[src/verilog/mpwm_pkg.sv]
/*
 * Shared constants and types of the multimode modulator: register
 * addresses, control field layout, mode codes and clock dividers.
 * Assumes a byte-wide special-function-register port on the core clock.
 */
`default_nettype none

package mpwm_pkg;

    // Register addresses on the byte register port
    localparam logic [7:0] ADDR_CONTROL = 8'hAE;
    localparam logic [7:0] ADDR_A_LOW = 8'hB1;
    localparam logic [7:0] ADDR_A_HIGH = 8'hB2;
    localparam logic [7:0] ADDR_B_LOW = 8'hB3;
    localparam logic [7:0] ADDR_B_HIGH = 8'hB4;

    // Reset values and the control write mask
    localparam logic [7:0] CONTROL_RESET = 8'h00;
    localparam logic [7:0] DATA_RESET = 8'h00;
    localparam logic [7:0] CONTROL_WMASK = 8'h7F;
    localparam logic [7:0] READ_IDLE = 8'h00;

    // Counter limits
    localparam logic [15:0] COUNT_ZERO = 16'h0000;
    localparam logic [15:0] COUNT_FULL = 16'hFFFF;

    // Clock divider figures
    localparam logic [3:0] XTAL_DIV_LAST = 4'hE;
    localparam logic [5:0] PRE_LAST_1 = 6'h00;
    localparam logic [5:0] PRE_LAST_4 = 6'h03;
    localparam logic [5:0] PRE_LAST_16 = 6'h0F;
    localparam logic [5:0] PRE_LAST_64 = 6'h3F;

    typedef enum logic [2:0] {
        MODE_OFF = 3'b000,
        MODE_SINGLE = 3'b001,
        MODE_TWIN8 = 3'b010,
        MODE_TWIN16 = 3'b011,
        MODE_SD_NRZ = 3'b100,
        MODE_DUAL8 = 3'b101,
        MODE_SD_RZ = 3'b110,
        MODE_RSVD = 3'b111
    } mpwm_mode_e;

    typedef enum logic [1:0] {
        SRC_XTAL_DIV15 = 2'b00,
        SRC_XTAL = 2'b01,
        SRC_EXT_PIN = 2'b10,
        SRC_VCO = 2'b11
    } mpwm_src_e;

    // Control register layout, bit 7 down to bit 0
    typedef struct packed {
        logic reserved;
        mpwm_mode_e mode;
        logic [1:0] prescale;
        mpwm_src_e clk_source;
    } mpwm_control_s;

    // One register port access
    typedef struct packed {
        logic wr;
        logic rd;
        logic [7:0] addr;
        logic [7:0] wdata;
    } mpwm_sfr_req_s;

endpackage

`default_nettype wire

[src/verilog/mpwm_clock_gen.sv]
/*
 * Modulator clock generator: picks one of four tick sources and divides
 * it by 1, 4, 16 or 64, giving a one-cycle tick on the core clock.
 * Assumes crystal and VCO ticks come from core-clock logic; the external
 * pin is asynchronous.
 */
`timescale 1ns/1ps
`default_nettype none

module mpwm_clock_gen (
    input wire logic clock,
    input wire logic rst_n,
    input wire logic restart,
    input wire logic [1:0] prescale,
    input wire mpwm_pkg::mpwm_src_e clk_source,
    input wire logic crystal_tick,
    input wire logic vco_tick,
    input wire logic external_counter_clock_in,
    output logic mod_tick
);

    logic ext_meta_q;
    logic ext_sync_q;
    logic ext_prev_q;
    logic [3:0] div15_q;
    logic [5:0] pre_q;
    logic [5:0] pre_last;
    logic xtal15_tick;
    logic src_tick;

    // Two-stage synchroniser for the external pin, then edge history
    always_ff @(posedge clock or negedge rst_n) begin
        if (!rst_n) begin
            ext_meta_q <= 1'b0;
            ext_sync_q <= 1'b0;
            ext_prev_q <= 1'b0;
        end else begin
            ext_meta_q <= external_counter_clock_in;
            ext_sync_q <= ext_meta_q;
            ext_prev_q <= ext_sync_q;
        end
    end

    // Crystal divide-by-15
    always_ff @(posedge clock or negedge rst_n) begin
        if (!rst_n) begin
            div15_q <= 4'h0;
        end else if (crystal_tick) begin
            div15_q <= (div15_q == mpwm_pkg::XTAL_DIV_LAST) ? 4'h0 : div15_q + 4'h1;
        end
    end

    assign xtal15_tick = crystal_tick && (div15_q == mpwm_pkg::XTAL_DIV_LAST);

    // Source select
    always_comb begin
        case (clk_source)
            mpwm_pkg::SRC_XTAL_DIV15: src_tick = xtal15_tick;
            mpwm_pkg::SRC_XTAL: src_tick = crystal_tick;
            mpwm_pkg::SRC_EXT_PIN: src_tick = ext_sync_q && !ext_prev_q;
            default: src_tick = vco_tick;
        endcase
    end

    // Prescaler terminal count
    always_comb begin
        case (prescale)
            2'b00: pre_last = mpwm_pkg::PRE_LAST_1;
            2'b01: pre_last = mpwm_pkg::PRE_LAST_4;
            2'b10: pre_last = mpwm_pkg::PRE_LAST_16;
            default: pre_last = mpwm_pkg::PRE_LAST_64;
        endcase
    end

    // Prescaler, cleared on a control write so the new divide starts clean
    always_ff @(posedge clock or negedge rst_n) begin
        if (!rst_n) begin
            pre_q <= 6'h00;
        end else if (restart) begin
            pre_q <= 6'h00;
        end else if (src_tick) begin
            pre_q <= (pre_q >= pre_last) ? 6'h00 : pre_q + 6'h01;
        end
    end

    assign mod_tick = src_tick && (pre_q >= pre_last);

endmodule

`default_nettype wire

[src/verilog/mpwm_sd_channel.sv]
/*
 * First-order sigma-delta channel: a 16-bit accumulator adds the data
 * value on each modulator tick; the carry is the registered output bit.
 * Assumes tick and clear are single-cycle pulses on the core clock.
 */
`timescale 1ns/1ps
`default_nettype none

module mpwm_sd_channel (
    input wire logic clock,
    input wire logic rst_n,
    input wire logic clear,
    input wire logic tick,
    input wire logic [15:0] value,
    output logic bit_out
);

    logic [15:0] acc_q;
    logic [16:0] sum;

    assign sum = {1'b0, acc_q} + {1'b0, value};

    // Accumulate and emit carry on every modulator tick
    always_ff @(posedge clock or negedge rst_n) begin
        if (!rst_n) begin
            acc_q <= 16'h0000;
            bit_out <= 1'b0;
        end else if (clear) begin
            acc_q <= 16'h0000;
            bit_out <= 1'b0;
        end else if (tick) begin
            acc_q <= sum[15:0];
            bit_out <= sum[16];
        end
    end

endmodule

`default_nettype wire

[src/verilog/mpwm_top.sv]
/*
 * Two-output multimode modulator with its control and data registers
 * on a byte-wide register port. Covers disabled, single variable
 * resolution, twin 8-bit, twin 16-bit and NRZ sigma-delta operation.
 * Assumes register accesses are single-cycle strobes on the core clock.
 */
`timescale 1ns/1ps
`default_nettype none

module mpwm_top (
    input wire logic clock,
    input wire logic rst_n,
    input wire mpwm_pkg::mpwm_sfr_req_s sfr_req,
    output logic [7:0] sfr_rdata,
    input wire logic crystal_tick,
    input wire logic vco_tick,
    input wire logic external_counter_clock_in,
    output logic output_a_pin_o,
    output logic output_a_pin_oe,
    output logic output_b_pin_o,
    output logic output_b_pin_oe
);

    mpwm_pkg::mpwm_control_s control_q;
    logic [7:0] data_a_low_q;
    logic [7:0] data_a_high_q;
    logic [7:0] data_b_low_q;
    logic [7:0] data_b_high_q;
    logic [7:0] stage_a_q;
    logic [7:0] stage_b_q;
    logic [15:0] act_a_q;
    logic [15:0] act_b_q;
    logic [15:0] cnt_q;
    logic out_a_q;
    logic out_b_q;
    logic ctrl_wr;
    logic mod_tick;
    logic wrap;
    logic cycle_end;
    logic mode16;
    logic active;
    logic sd_a;
    logic sd_b;
    mpwm_pkg::mpwm_mode_e mode;

    // True for an access that hits a given register address
    function automatic logic hit(input logic strobe, input logic [7:0] a,
                                 input logic [7:0] target);
        hit = strobe && (a == target);
    endfunction

    assign mode = control_q.mode;
    assign ctrl_wr = hit(sfr_req.wr, sfr_req.addr, mpwm_pkg::ADDR_CONTROL);

    // Modes whose data pairs are double-buffered 16-bit values
    assign mode16 = (mode == mpwm_pkg::MODE_SINGLE) || (mode == mpwm_pkg::MODE_TWIN16)
                 || (mode == mpwm_pkg::MODE_SD_NRZ) || (mode == mpwm_pkg::MODE_SD_RZ);

    // Modes this block drives; 0, 5, 6 and 7 leave pins released
    assign active = (mode == mpwm_pkg::MODE_SINGLE) || (mode == mpwm_pkg::MODE_TWIN8)
                 || (mode == mpwm_pkg::MODE_TWIN16) || (mode == mpwm_pkg::MODE_SD_NRZ);

    // Control register; bit 7 is never stored
    always_ff @(posedge clock or negedge rst_n) begin
        if (!rst_n) begin
            control_q <= mpwm_pkg::CONTROL_RESET;
        end else if (ctrl_wr) begin
            control_q <= sfr_req.wdata & mpwm_pkg::CONTROL_WMASK;
        end
    end

    // Data registers with hidden low-byte staging
    always_ff @(posedge clock or negedge rst_n) begin
        if (!rst_n) begin
            data_a_low_q <= mpwm_pkg::DATA_RESET;
            data_a_high_q <= mpwm_pkg::DATA_RESET;
            data_b_low_q <= mpwm_pkg::DATA_RESET;
            data_b_high_q <= mpwm_pkg::DATA_RESET;
            stage_a_q <= mpwm_pkg::DATA_RESET;
            stage_b_q <= mpwm_pkg::DATA_RESET;
        end else begin
            if (hit(sfr_req.wr, sfr_req.addr, mpwm_pkg::ADDR_A_LOW)) begin
                stage_a_q <= sfr_req.wdata;
                if (!mode16) begin
                    data_a_low_q <= sfr_req.wdata;
                end
            end
            if (hit(sfr_req.wr, sfr_req.addr, mpwm_pkg::ADDR_A_HIGH)) begin
                data_a_high_q <= sfr_req.wdata;
                if (mode16) begin
                    data_a_low_q <= stage_a_q;
                end
            end
            if (hit(sfr_req.wr, sfr_req.addr, mpwm_pkg::ADDR_B_LOW)) begin
                stage_b_q <= sfr_req.wdata;
                if (!mode16) begin
                    data_b_low_q <= sfr_req.wdata;
                end
            end
            if (hit(sfr_req.wr, sfr_req.addr, mpwm_pkg::ADDR_B_HIGH)) begin
                data_b_high_q <= sfr_req.wdata;
                if (mode16) begin
                    data_b_low_q <= stage_b_q;
                end
            end
        end
    end

    // Registered read data; unmapped addresses read zero
    always_ff @(posedge clock or negedge rst_n) begin
        if (!rst_n) begin
            sfr_rdata <= mpwm_pkg::READ_IDLE;
        end else if (sfr_req.rd) begin
            if (sfr_req.addr == mpwm_pkg::ADDR_CONTROL) begin
                sfr_rdata <= control_q;
            end else if (sfr_req.addr == mpwm_pkg::ADDR_A_LOW) begin
                sfr_rdata <= data_a_low_q;
            end else if (sfr_req.addr == mpwm_pkg::ADDR_A_HIGH) begin
                sfr_rdata <= data_a_high_q;
            end else if (sfr_req.addr == mpwm_pkg::ADDR_B_LOW) begin
                sfr_rdata <= data_b_low_q;
            end else if (sfr_req.addr == mpwm_pkg::ADDR_B_HIGH) begin
                sfr_rdata <= data_b_high_q;
            end else begin
                sfr_rdata <= mpwm_pkg::READ_IDLE;
            end
        end
    end

    mpwm_clock_gen u_clock_gen (
        .clock(clock),
        .rst_n(rst_n),
        .restart(ctrl_wr),
        .prescale(control_q.prescale),
        .clk_source(control_q.clk_source),
        .crystal_tick(crystal_tick),
        .vco_tick(vco_tick),
        .external_counter_clock_in(external_counter_clock_in),
        .mod_tick(mod_tick)
    );

    // Counter end-of-cycle per mode
    always_comb begin
        case (mode)
            mpwm_pkg::MODE_SINGLE: wrap = (cnt_q >= act_b_q);
            mpwm_pkg::MODE_TWIN8: wrap = (cnt_q[7:0] >= data_b_low_q);
            default: wrap = (cnt_q == mpwm_pkg::COUNT_FULL);
        endcase
    end

    assign cycle_end = mod_tick && wrap;

    // Modulator counter, restarted by any control write
    always_ff @(posedge clock or negedge rst_n) begin
        if (!rst_n) begin
            cnt_q <= mpwm_pkg::COUNT_ZERO;
        end else if (ctrl_wr || !active) begin
            cnt_q <= mpwm_pkg::COUNT_ZERO;
        end else if (cycle_end) begin
            cnt_q <= mpwm_pkg::COUNT_ZERO;
        end else if (mod_tick) begin
            cnt_q <= cnt_q + 16'h0001;
        end
    end

    // Working 16-bit values, taken over at cycle end, at restart and on every cycle while inactive
    always_ff @(posedge clock or negedge rst_n) begin
        if (!rst_n) begin
            act_a_q <= mpwm_pkg::COUNT_ZERO;
            act_b_q <= mpwm_pkg::COUNT_ZERO;
        end else if (ctrl_wr || cycle_end || !active) begin
            act_a_q <= {data_a_high_q, data_a_low_q};
            act_b_q <= {data_b_high_q, data_b_low_q};
        end
    end

    mpwm_sd_channel u_sd_a (
        .clock(clock),
        .rst_n(rst_n),
        .clear(ctrl_wr),
        .tick(mod_tick),
        .value(act_a_q),
        .bit_out(sd_a)
    );

    mpwm_sd_channel u_sd_b (
        .clock(clock),
        .rst_n(rst_n),
        .clear(ctrl_wr),
        .tick(mod_tick),
        .value(act_b_q),
        .bit_out(sd_b)
    );

    // Output levels from the counter position in each PWM mode, from the sigma-delta carries in NRZ mode
    always_ff @(posedge clock or negedge rst_n) begin
        if (!rst_n) begin
            out_a_q <= 1'b0;
            out_b_q <= 1'b0;
        end else begin
            case (mode)
                mpwm_pkg::MODE_SINGLE: begin
                    out_a_q <= (cnt_q < act_a_q);
                    out_b_q <= 1'b0;
                end
                mpwm_pkg::MODE_TWIN8: begin
                    out_a_q <= (cnt_q[7:0] < data_a_low_q);
                    out_b_q <= (cnt_q[7:0] >= data_b_high_q)
                            && (cnt_q[7:0] < data_a_high_q);
                end
                mpwm_pkg::MODE_TWIN16: begin
                    out_a_q <= (cnt_q < act_a_q);
                    out_b_q <= (cnt_q < act_b_q);
                end
                mpwm_pkg::MODE_SD_NRZ: begin
                    out_a_q <= sd_a;
                    out_b_q <= sd_b;
                end
                default: begin
                    out_a_q <= 1'b0;
                    out_b_q <= 1'b0;
                end
            endcase
        end
    end

    // Pin drive; mode 1 uses only output A
    assign output_a_pin_o = out_a_q;
    assign output_b_pin_o = out_b_q;
    assign output_a_pin_oe = active;
    assign output_b_pin_oe = active && (mode != mpwm_pkg::MODE_SINGLE);

endmodule

`default_nettype wire
[config.mk]
export PLATFORM = sky130hd
export DESIGN_NAME = mpwm_top
export DESIGN_NICKNAME = d
export VERILOG_FILES = /design/src/verilog/mpwm_pkg.sv /design/src/verilog/mpwm_clock_gen.sv /design/src/verilog/mpwm_sd_channel.sv /design/src/verilog/mpwm_top.sv
export SDC_FILE = /design/constraint.sdc
export NUM_CORES = 1
export LEC_CHECK = 0
export BUFFER_PORTS_ARGS = -buffer_cell sky130_fd_sc_hd__buf_2
export CAP_MARGIN = 20
export CORE_MARGIN = 5
export CORE_UTILIZATION = 57
export DETAILED_ROUTE_END_ITERATION = 10
export PLACE_DENSITY = 0.77
export SLEW_MARGIN = 20
export SYNTH_ARGS = -nofsm -noshare
export SYNTH_HDL_FRONTEND = slang
export SYNTH_SLANG_ARGS = --single-unit
[constraint.sdc]
create_clock -name clock -period 2.5 [get_ports clock]
set_input_delay 0.25 -clock clock [delete_from_list [all_inputs] [get_ports clock]]
set_output_delay 0.25 -clock clock [all_outputs]
set_load 0.005 [all_outputs]
==> summary.md, run 1 <==
| Metric | Value |
|---|---|
| Slew headroom | 0.572 |
| TritonRoute pass-1 iters | 5 |
| Final instance area | 12,100 µm² |
| HP Class | in -> reg |
| Critical Path Start | cnt_q[5]$_DFFE_PN0P_ |
| Nets | 1,270 |
| Synth top cells by count | 160 x dfrtp_1, 101 x ha_1, 96 x nand2_1, 78 x inv_1 |
| Comb pwr share | 0.271 |
| Seq/Total Area, Yosys | 0.398 |
| Slowest CP cell | dfrtp_2 |
| Net Sw Frac | 0.361 |
| Via/cell ratio | 6.19 |
| Sinks on Clock Net | 160 |
| CP endpoint kind | flip-flop |
| Crit path required time | 2.83 ns |
| Yosys reg bits | 160 |
| CP Cell Sequence | ha_4, nand4_1, nor3_2, o21ai_1, a311o_2, nand2_4, buf_6, o21ai_0, a22o_1 |
| Clk slew on worst S/H paths | 0.09 ns |
| RSZ-0062 raised after global routing | yes |
| CP Class | reg -> reg |
| Compound-cell area share of the yosys netlist | 0.153 |
| Final hold vios | 0 |
| Seq pwr share | 0.384 |
| DRC | 0 |
| Post-Layout Cell Count | 1,382 |
| Pleak | 6.12 nW |
| GP Congestion | 1.01 |
| Die width | 143 µm |
| Antenna Cells | 0 |
| P per Cell Area | 689 nW/µm² |
| Post-Synth XOR/XNOR Area | 0.0227 |
| Die Y | 143 µm |
| Vias in the first global route | 8,633 |
| Largest area contributor in the netlist | dfrtp_1 |
| Largest net degree at the start of global routing | 65 |
| Async set-reset flop share out of synthesis | 1.00 |
| DR top layer | met4 |
| Max-Cap Viols | 0 |
| Status | finished, violations left |
| R2r startpoint | cnt_q[5]$_DFFE_PN0P_ |
| Die area | 20,400 µm² |
| Final setup fails | 1 |
| Tmin final | 2.50 ns |
| Fin util | 0.702 |
| Root buf cell | clkbuf_16 |
| Core area | 17,300 µm² |
| Setup ws final | -0.00276 ns |
| Clock Latency Late Sink | 0.46 ns |
| # rows | 48 |
| Worst setup SP type | flip-flop |
| Initial antenna violation count | 0 |
| Post-Place Cells | 1,338 |
| Placed Area | 11,100 µm² |
| Met3 Wirelength | 1600 µm |
| H-tree depth | 4 |
| Synthesis warning total | 0 |
| CTS tree | done |
| Worst Path Max Fanout | 5 |
| 1st-iter DRT viols | 651 |
| Post-DRT Antenna Nets | 0 |
| Delay-heaviest family, CP | compound AO/OA/AOI/OAI gates |
| I/O pin count | 35 |
| Syn Inst Count | 1,022 |
| Top cells by area, synth | dfrtp_1 40%, ha_1 13%, mux2i_1 5.3% |
| Inserted Clock Buffers | 17 |
| Vias | 8,554 |
| Tightest Pin Transition | 0.642 ns |
| Crit path buf inv count | 1 |
| Synth top area share | 0.398 |
| Mapped cell area | 10,100 µm² |
| Worst Path Arrival | 2.83 ns |
| Distinct cells, synth | 74 |
| First-pass GRT wire length | 44,900 µm |
| Crit path largest cell delay | 0.49 ns |
| Met2 wire len | 13,800 µm |
| HP Start | crystal_tick |
| Post-Synthesis Net Count | 1,148 |
| Post-DP HPWL | 19,600 µm |
| Overall Power | 8.37 mW |
| Routed WL | 28,300 µm |
| Initial Util | 0.581 |
| Synthesized area per cell | 9.84 µm² |
| Bufs on Longest Clock Path | 2 |
| Post-synth EDFFs | 0 |
| Post-synthesis mux area share | 0.105 |
| Wirelength per Cell | 20.5 µm |
| Residual overflow from global routing | 0 |
| Count leader, synth | dfrtp_1 |
| Top FF cell, synth | dfrtp_1 |
| Internal power | 5.35 mW |
| Sw power | 3.02 mW |
| Clock power frac | 0.345 |
| Max Slew Vio Count | 0 |
| Max Clk Rate | 400 MHz |
| Largest family of logic cells by synthesized area | compound AO/OA/AOI/OAI gates |
| Share of post-route cells with drive strength above 1 | 0.234 |
| Gr usage total | 0.280 |
| Area share of fa/ha/maj cells after synthesis | 0.130 |
| Clock skew | 0.0244 ns |
| Buffers on Ports | 34 |
| Failing checks | setup timing |
| Synth Area in Simple Gates | 0.147 |
| Peak VDD IR | 0.551 mV |
| Met1 wire length | 11,600 µm |
| Area Overhead vs Synth | 20.8% |
| Fin crit share | 1.00 |
-- power groups by stage --
stage	Sequential (mW)	Combinational, mW	Clock, mW
4_1_cts	3.19	2.11	2.89
3_5_place_dp	3.24	2.03	0
3_3_place_gp	3.21	1.96	0
6_report	3.21	2.27	2.88
5_1_grt	3.25	2.51	3.02
2_1_floorplan	3.13	1.36	0
-- worst register-to-register path, stage by stage, from the launching register on --
cell and delay [ns]:
dfrtp_2 0.49, ha_4 0.29, nand4_1 0.13, nor3_2 0.28, o21ai_1 0.10, a311o_2 0.46, nand2_4 0.18, buf_6 0.14
o21ai_0 0.09, a22o_1 0.23
-- placed cells by master (no fill, tap or decap), drive strengths merged, types with 3 or more instances in the layout --
cell       n
a211oi     4
a21o      29
a21oi     67
a221o      6
a22o       5
a22oi      3
a31oi      7
a41oi      3
and2       3
and3      13
and4       3
buf      130
clkbuf    18
clkinv     5
dfrtp    160
ha       101
inv       88
mux2      46
mux2i     53
nand2    101
nand2b    20
nand3     26
nand4      8
nor2      48
nor2b     16
nor3      15
nor3b      6
nor4       4
nor4b      6
o2111ai    4
o211ai     3
o21a      12
o21ai     72
o31ai      7
or2        4
xnor2     18
xor2       8
-- state kept, by name, summed over array words and instances (netlist names) --
| register | flops |
|---|---|
| cnt_q | 16 |
| output_a_pin_o | 1 |
| u_clock_gen.div15_q | 4 |
| sfr_rdata | 8 |
| data_b_low_q | 8 |
| output_b_pin_o | 1 |
| stage_b_q | 8 |
| u_sd_a.bit_out | 1 |
| u_sd_b.bit_out | 1 |
| data_a_high_q | 8 |
| act_b_q | 16 |
| u_sd_b.acc_q | 16 |
| control_q | 4 |
| mode | 3 |
| stage_a_q | 8 |
| u_sd_a.acc_q | 16 |
| u_clock_gen.pre_q | 6 |
| data_a_low_q | 8 |
| data_b_high_q | 8 |
| act_a_q | 16 |
| u_clock_gen.ext_meta_q | 1 |
| u_clock_gen.ext_prev_q | 1 |
| u_clock_gen.ext_sync_q | 1 |
-- cells by family (layout without fill, tap and decap cells) --
| family | Yosys count | after routing |
|---|---|---|
| and+or+nand+nor | 280 | 281 |
| muxes | 99 | 99 |
| DFF | 160 | 160 |
| adders and majority gates | 103 | 103 |
| buffers and inverters | 109 | 243 |
| xor gates and xnor gates | 26 | 26 |
| AOI/OAI and AO/OA | 245 | 245 |
-- layout make-up --
cell class	instances	area [µm²]
clock inverter	15	229
sequential	160	4010
inverter	78	293
timing repair buffer	133	1020
multi-input combinational	754	5890
fill	1291	5150
tap	225	282
clock buffer	17	425
-- stage by stage --
step	setup WS, ns	hold WS [ns]	TNS, ns
finish	-0.00276	0.0572	-0.00276
global route	-0.0893	0.0591	-2.32
CTS	-0.00295	0.0445	-0.00295
detailed placement	-0.0449	0.288	-0.153
global placement	0.00589	0.290	0
floorplan	0.00985	-0.0456	0
-- per-layer routing --
| layer | vias to the layer above | global-route usage |
|---|---|---|
| li1 | 3919 | - |
| met1 | 4208 | 0.362 |
| met2 | 339 | 0.463 |
| met3 | 88 | 0.0429 |
| met4 | 0 | 0.132 |
| met5 | - | 0 |
-- repair_timing --
| action | in CTS | in global routing |
|---|---|---|
| cloned | 1 | 2 |
| hold endpoints to repair | 62 | 0 |
| hold buffers | 2 | 0 |
| gates resized for setup | 12 | 56 |
| setup buffers | 0 | 7 |
| pin swaps | 3 | 35 |
| setup endpoints to repair | 34 | 74 |
-- final timing paths --
| kind | to | cells after the start | slack, ns |
|---|---|---|---|
| min in group asynchronous | u_clock_gen.pre_q[4]$_DFFE_PN0P_ | 2 | 0.36 |
| worst min register to register | u_clock_gen.ext_sync_q$_DFF_PN0_ | 0 | 0.36 |
| worst max-delay path | cnt_q[7]$_DFFE_PN0P_ | 9 | -0.003 |
| worst min-delay path | u_clock_gen.div15_q[0]$_DFFE_PN0P_ | 2 | 0.06 |
| worst max register to register | cnt_q[7]$_DFFE_PN0P_ | 9 | -0.003 |
| max in group asynchronous | u_sd_b.acc_q[3]$_DFFE_PN0P_ | 3 | 1.36 |
Power figures use the tool's default switching activity.
==> run 2: changes to the inputs <==
==> constraint.sdc (replaced) <==
create_clock -name clock -period 2.5 [get_ports clock]
set_input_delay 0 -clock clock [delete_from_list [all_inputs] [get_ports clock]]
set_output_delay 0 -clock clock [all_outputs]
set_load 0.005 [all_outputs]
==> run 2 against run 1 <==
Net effect:
- the run now ends clean
- highest routed layer unchanged
- critical path type unchanged
- largest cell class unchanged
- worst setup slack better by 0.044 ns
- core utilization decreased by 0.24 points
- via count shrank 1.5%
==> summary.md, run 2 (synthesized netlist as in run 1, its figures left out) <==
| Metric | Value |
|---|---|
| Status | complete, no violations |
| Root buf cell | clkbuf_16 |
| Overall Power | 8.17 mW |
| Worst Path Max Fanout | 4 |
| I/O pin count | 35 |
| Tmin final | 2.46 ns |
| GR Layer Usage met1 | 0.348 |
| Slew headroom | 0.575 |
| Clock skew | 0.0181 ns |
| CP Class | reg -> reg |
| Post-DRT Antenna Nets | 0 |
| GR met2 Demand/Resource | 0.448 |
| Fin crit share | 0.983 |
| Clk slew on worst S/H paths | 0.08 ns |
| 1st-iter DRT viols | 625 |
| # rows | 48 |
| Gr usage total | 0.274 |
| Hold Slack | 0.0661 ns |
| Share of post-route cells with drive strength above 1 | 0.223 |
| Routed WL | 27,500 µm |
| Nets | 1,276 |
| H-tree depth | 4 |
| Die width | 143 µm |
| Peak VDD IR | 0.521 mV |
| Initial antenna violation count | 0 |
| HP Class | in -> async |
| M3 GR Usage | 0.0539 |
| DRC | 0 |
| Sinks on Clock Net | 160 |
| Bufs on Longest Clock Path | 2 |
| Area Overhead vs Synth | 20.4% |
| Most frequent cells in the layout | 159 x dfrtp_1, 98 x ha_1, 95 x nand2_1 |
| Vias | 8,429 |
| Antenna Cells | 0 |
| RSZ-0062 raised after global routing | yes |
| Worst reg-to-reg path cell count | 12 |
| Pleak | 6.10 nW |
| TritonRoute pass-1 iters | 5 |
| Via/cell ratio | 6.07 |
| Worst setup SP type | flip-flop |
| GP Congestion | 0.990 |
| Residual overflow from global routing | 0 |
| Post-route setup TNS | 0 ns |
| Max-Cap Viols | 0 |
| P per Cell Area | 675 nW/µm² |
| Post-Place Cells | 1,335 |
| Vias in the first global route | 8,479 |
| CP endpoint kind | flip-flop |
| Post-DP HPWL | 19,700 µm |
| Crit path required time | 2.82 ns |
| Final setup fails | 0 |
| First-pass GRT wire length | 43,900 µm |
| Max Clk Rate | 407 MHz |
| Wirelength per Cell | 19.8 µm |
| Final hold vios | 0 |
| Max Slew Vio Count | 0 |
| Fin util | 0.700 |
| Initial Util | 0.581 |
| Placed Area | 11,000 µm² |
| Core area | 17,300 µm² |
| Buffers on Ports | 34 |
| Post-Layout Cell Count | 1,388 |
| Clock Latency Late Sink | 0.45 ns |
| CTS tree | done |
| Die area | 20,400 µm² |
| Busiest grt layer | met2 |
| Most common cell after layout, fill and taps aside | dfrtp_1 |
| Tightest Pin Transition | 0.633 ns |
| Worst Path Arrival | 2.78 ns |
| Setup ws final | 0.0413 ns |
| Inserted Clock Buffers | 17 |
| Final instance area | 12,100 µm² |
| Largest net degree at the start of global routing | 63 |
| Place WS | -0.0788 ns |
| Die Y | 143 µm |
run 2: changes by cell type in the layout (fill, tap and decap cells not counted), moves of 3 or more:
cell           previous run  this run
clkinv_8                  5         8
ha_1                     93        98
dlygate4sd3_1             2        12
a21oi_1                  61        64
ha_4                      7         1
inv_12                    7         2
a21oi_2                   6         3
run 2: metal layers:
layer,wire length [µm],up-vias
met5,0,-
met4,1150,0
met3,1460,87
met2,13300,265
met1,11600,4138
li1,-,3939
run 2: worst paths after layout:
check | from | end | slack [ns]
worst max register to register | cnt_q[0]$_DFFE_PN0P_ | output_b_pin_o$_DFF_PN0_ | 0.04
min in group clock | sfr_req[17] | cnt_q[1]$_DFFE_PN0P_ | 0.14
worst max-delay path | cnt_q[0]$_DFFE_PN0P_ | output_b_pin_o$_DFF_PN0_ | 0.04
worst min register to register | u_clock_gen.ext_meta_q$_DFF_PN0_ | u_clock_gen.ext_sync_q$_DFF_PN0_ | 0.36
worst min-delay path | rst_n | u_clock_gen.pre_q[0]$_DFFE_PN0P_ | 0.07
max in group asynchronous | rst_n | data_a_low_q[6]$_DFF_PN0_ | 1.70
run 2: worst max-delay path, stage by stage, from the launching register on:
cell and delay (ns):
dfrtp_1 0.36, inv_2 0.05, buf_4 0.13, buf_4 0.15
ha_1 0.26, nand2b_1 0.14, a21o_1 0.18, a21oi_1 0.16
nor2b_1 0.06, o21ai_0 0.14, nand2b_1 0.12, a2111oi_1 0.45
o21ai_1 0.12
run 2: repair_timing:
action | 4_1_cts | 5_1_grt
pin swaps | 3 | 18
gates cloned | 1 | 2
resized for setup | 8 | 50
endpoints found under the hold margin | 187 | 0
setup endpoints to repair | 28 | 65
hold buffers | 12 | 0
setup buffers | 0 | 6
run 2: cell type report:
| type | instances | area, µm² |
|---|---|---|
| Multi-Input combinational cell | 754 | 5810 |
| Fill cell | 1274 | 5190 |
| Clock buffer | 17 | 425 |
| Sequential cell | 160 | 4010 |
| Clock inverter | 15 | 208 |
| Inverter | 78 | 293 |
| Timing Repair Buffer | 139 | 1090 |
| Tap cell | 225 | 282 |
run 2: power breakdown:
part / total (mW) / switching (mW) / leakage, nW / internal (mW)
logic: 2.23 / 1.23 / 3.72 / 1.01
clock network: 2.74 / 1.36 / 0.299 / 1.38
registers: 3.20 / 0.289 / 2.09 / 2.91
total: 8.17 / 2.87 / 6.10 / 5.30
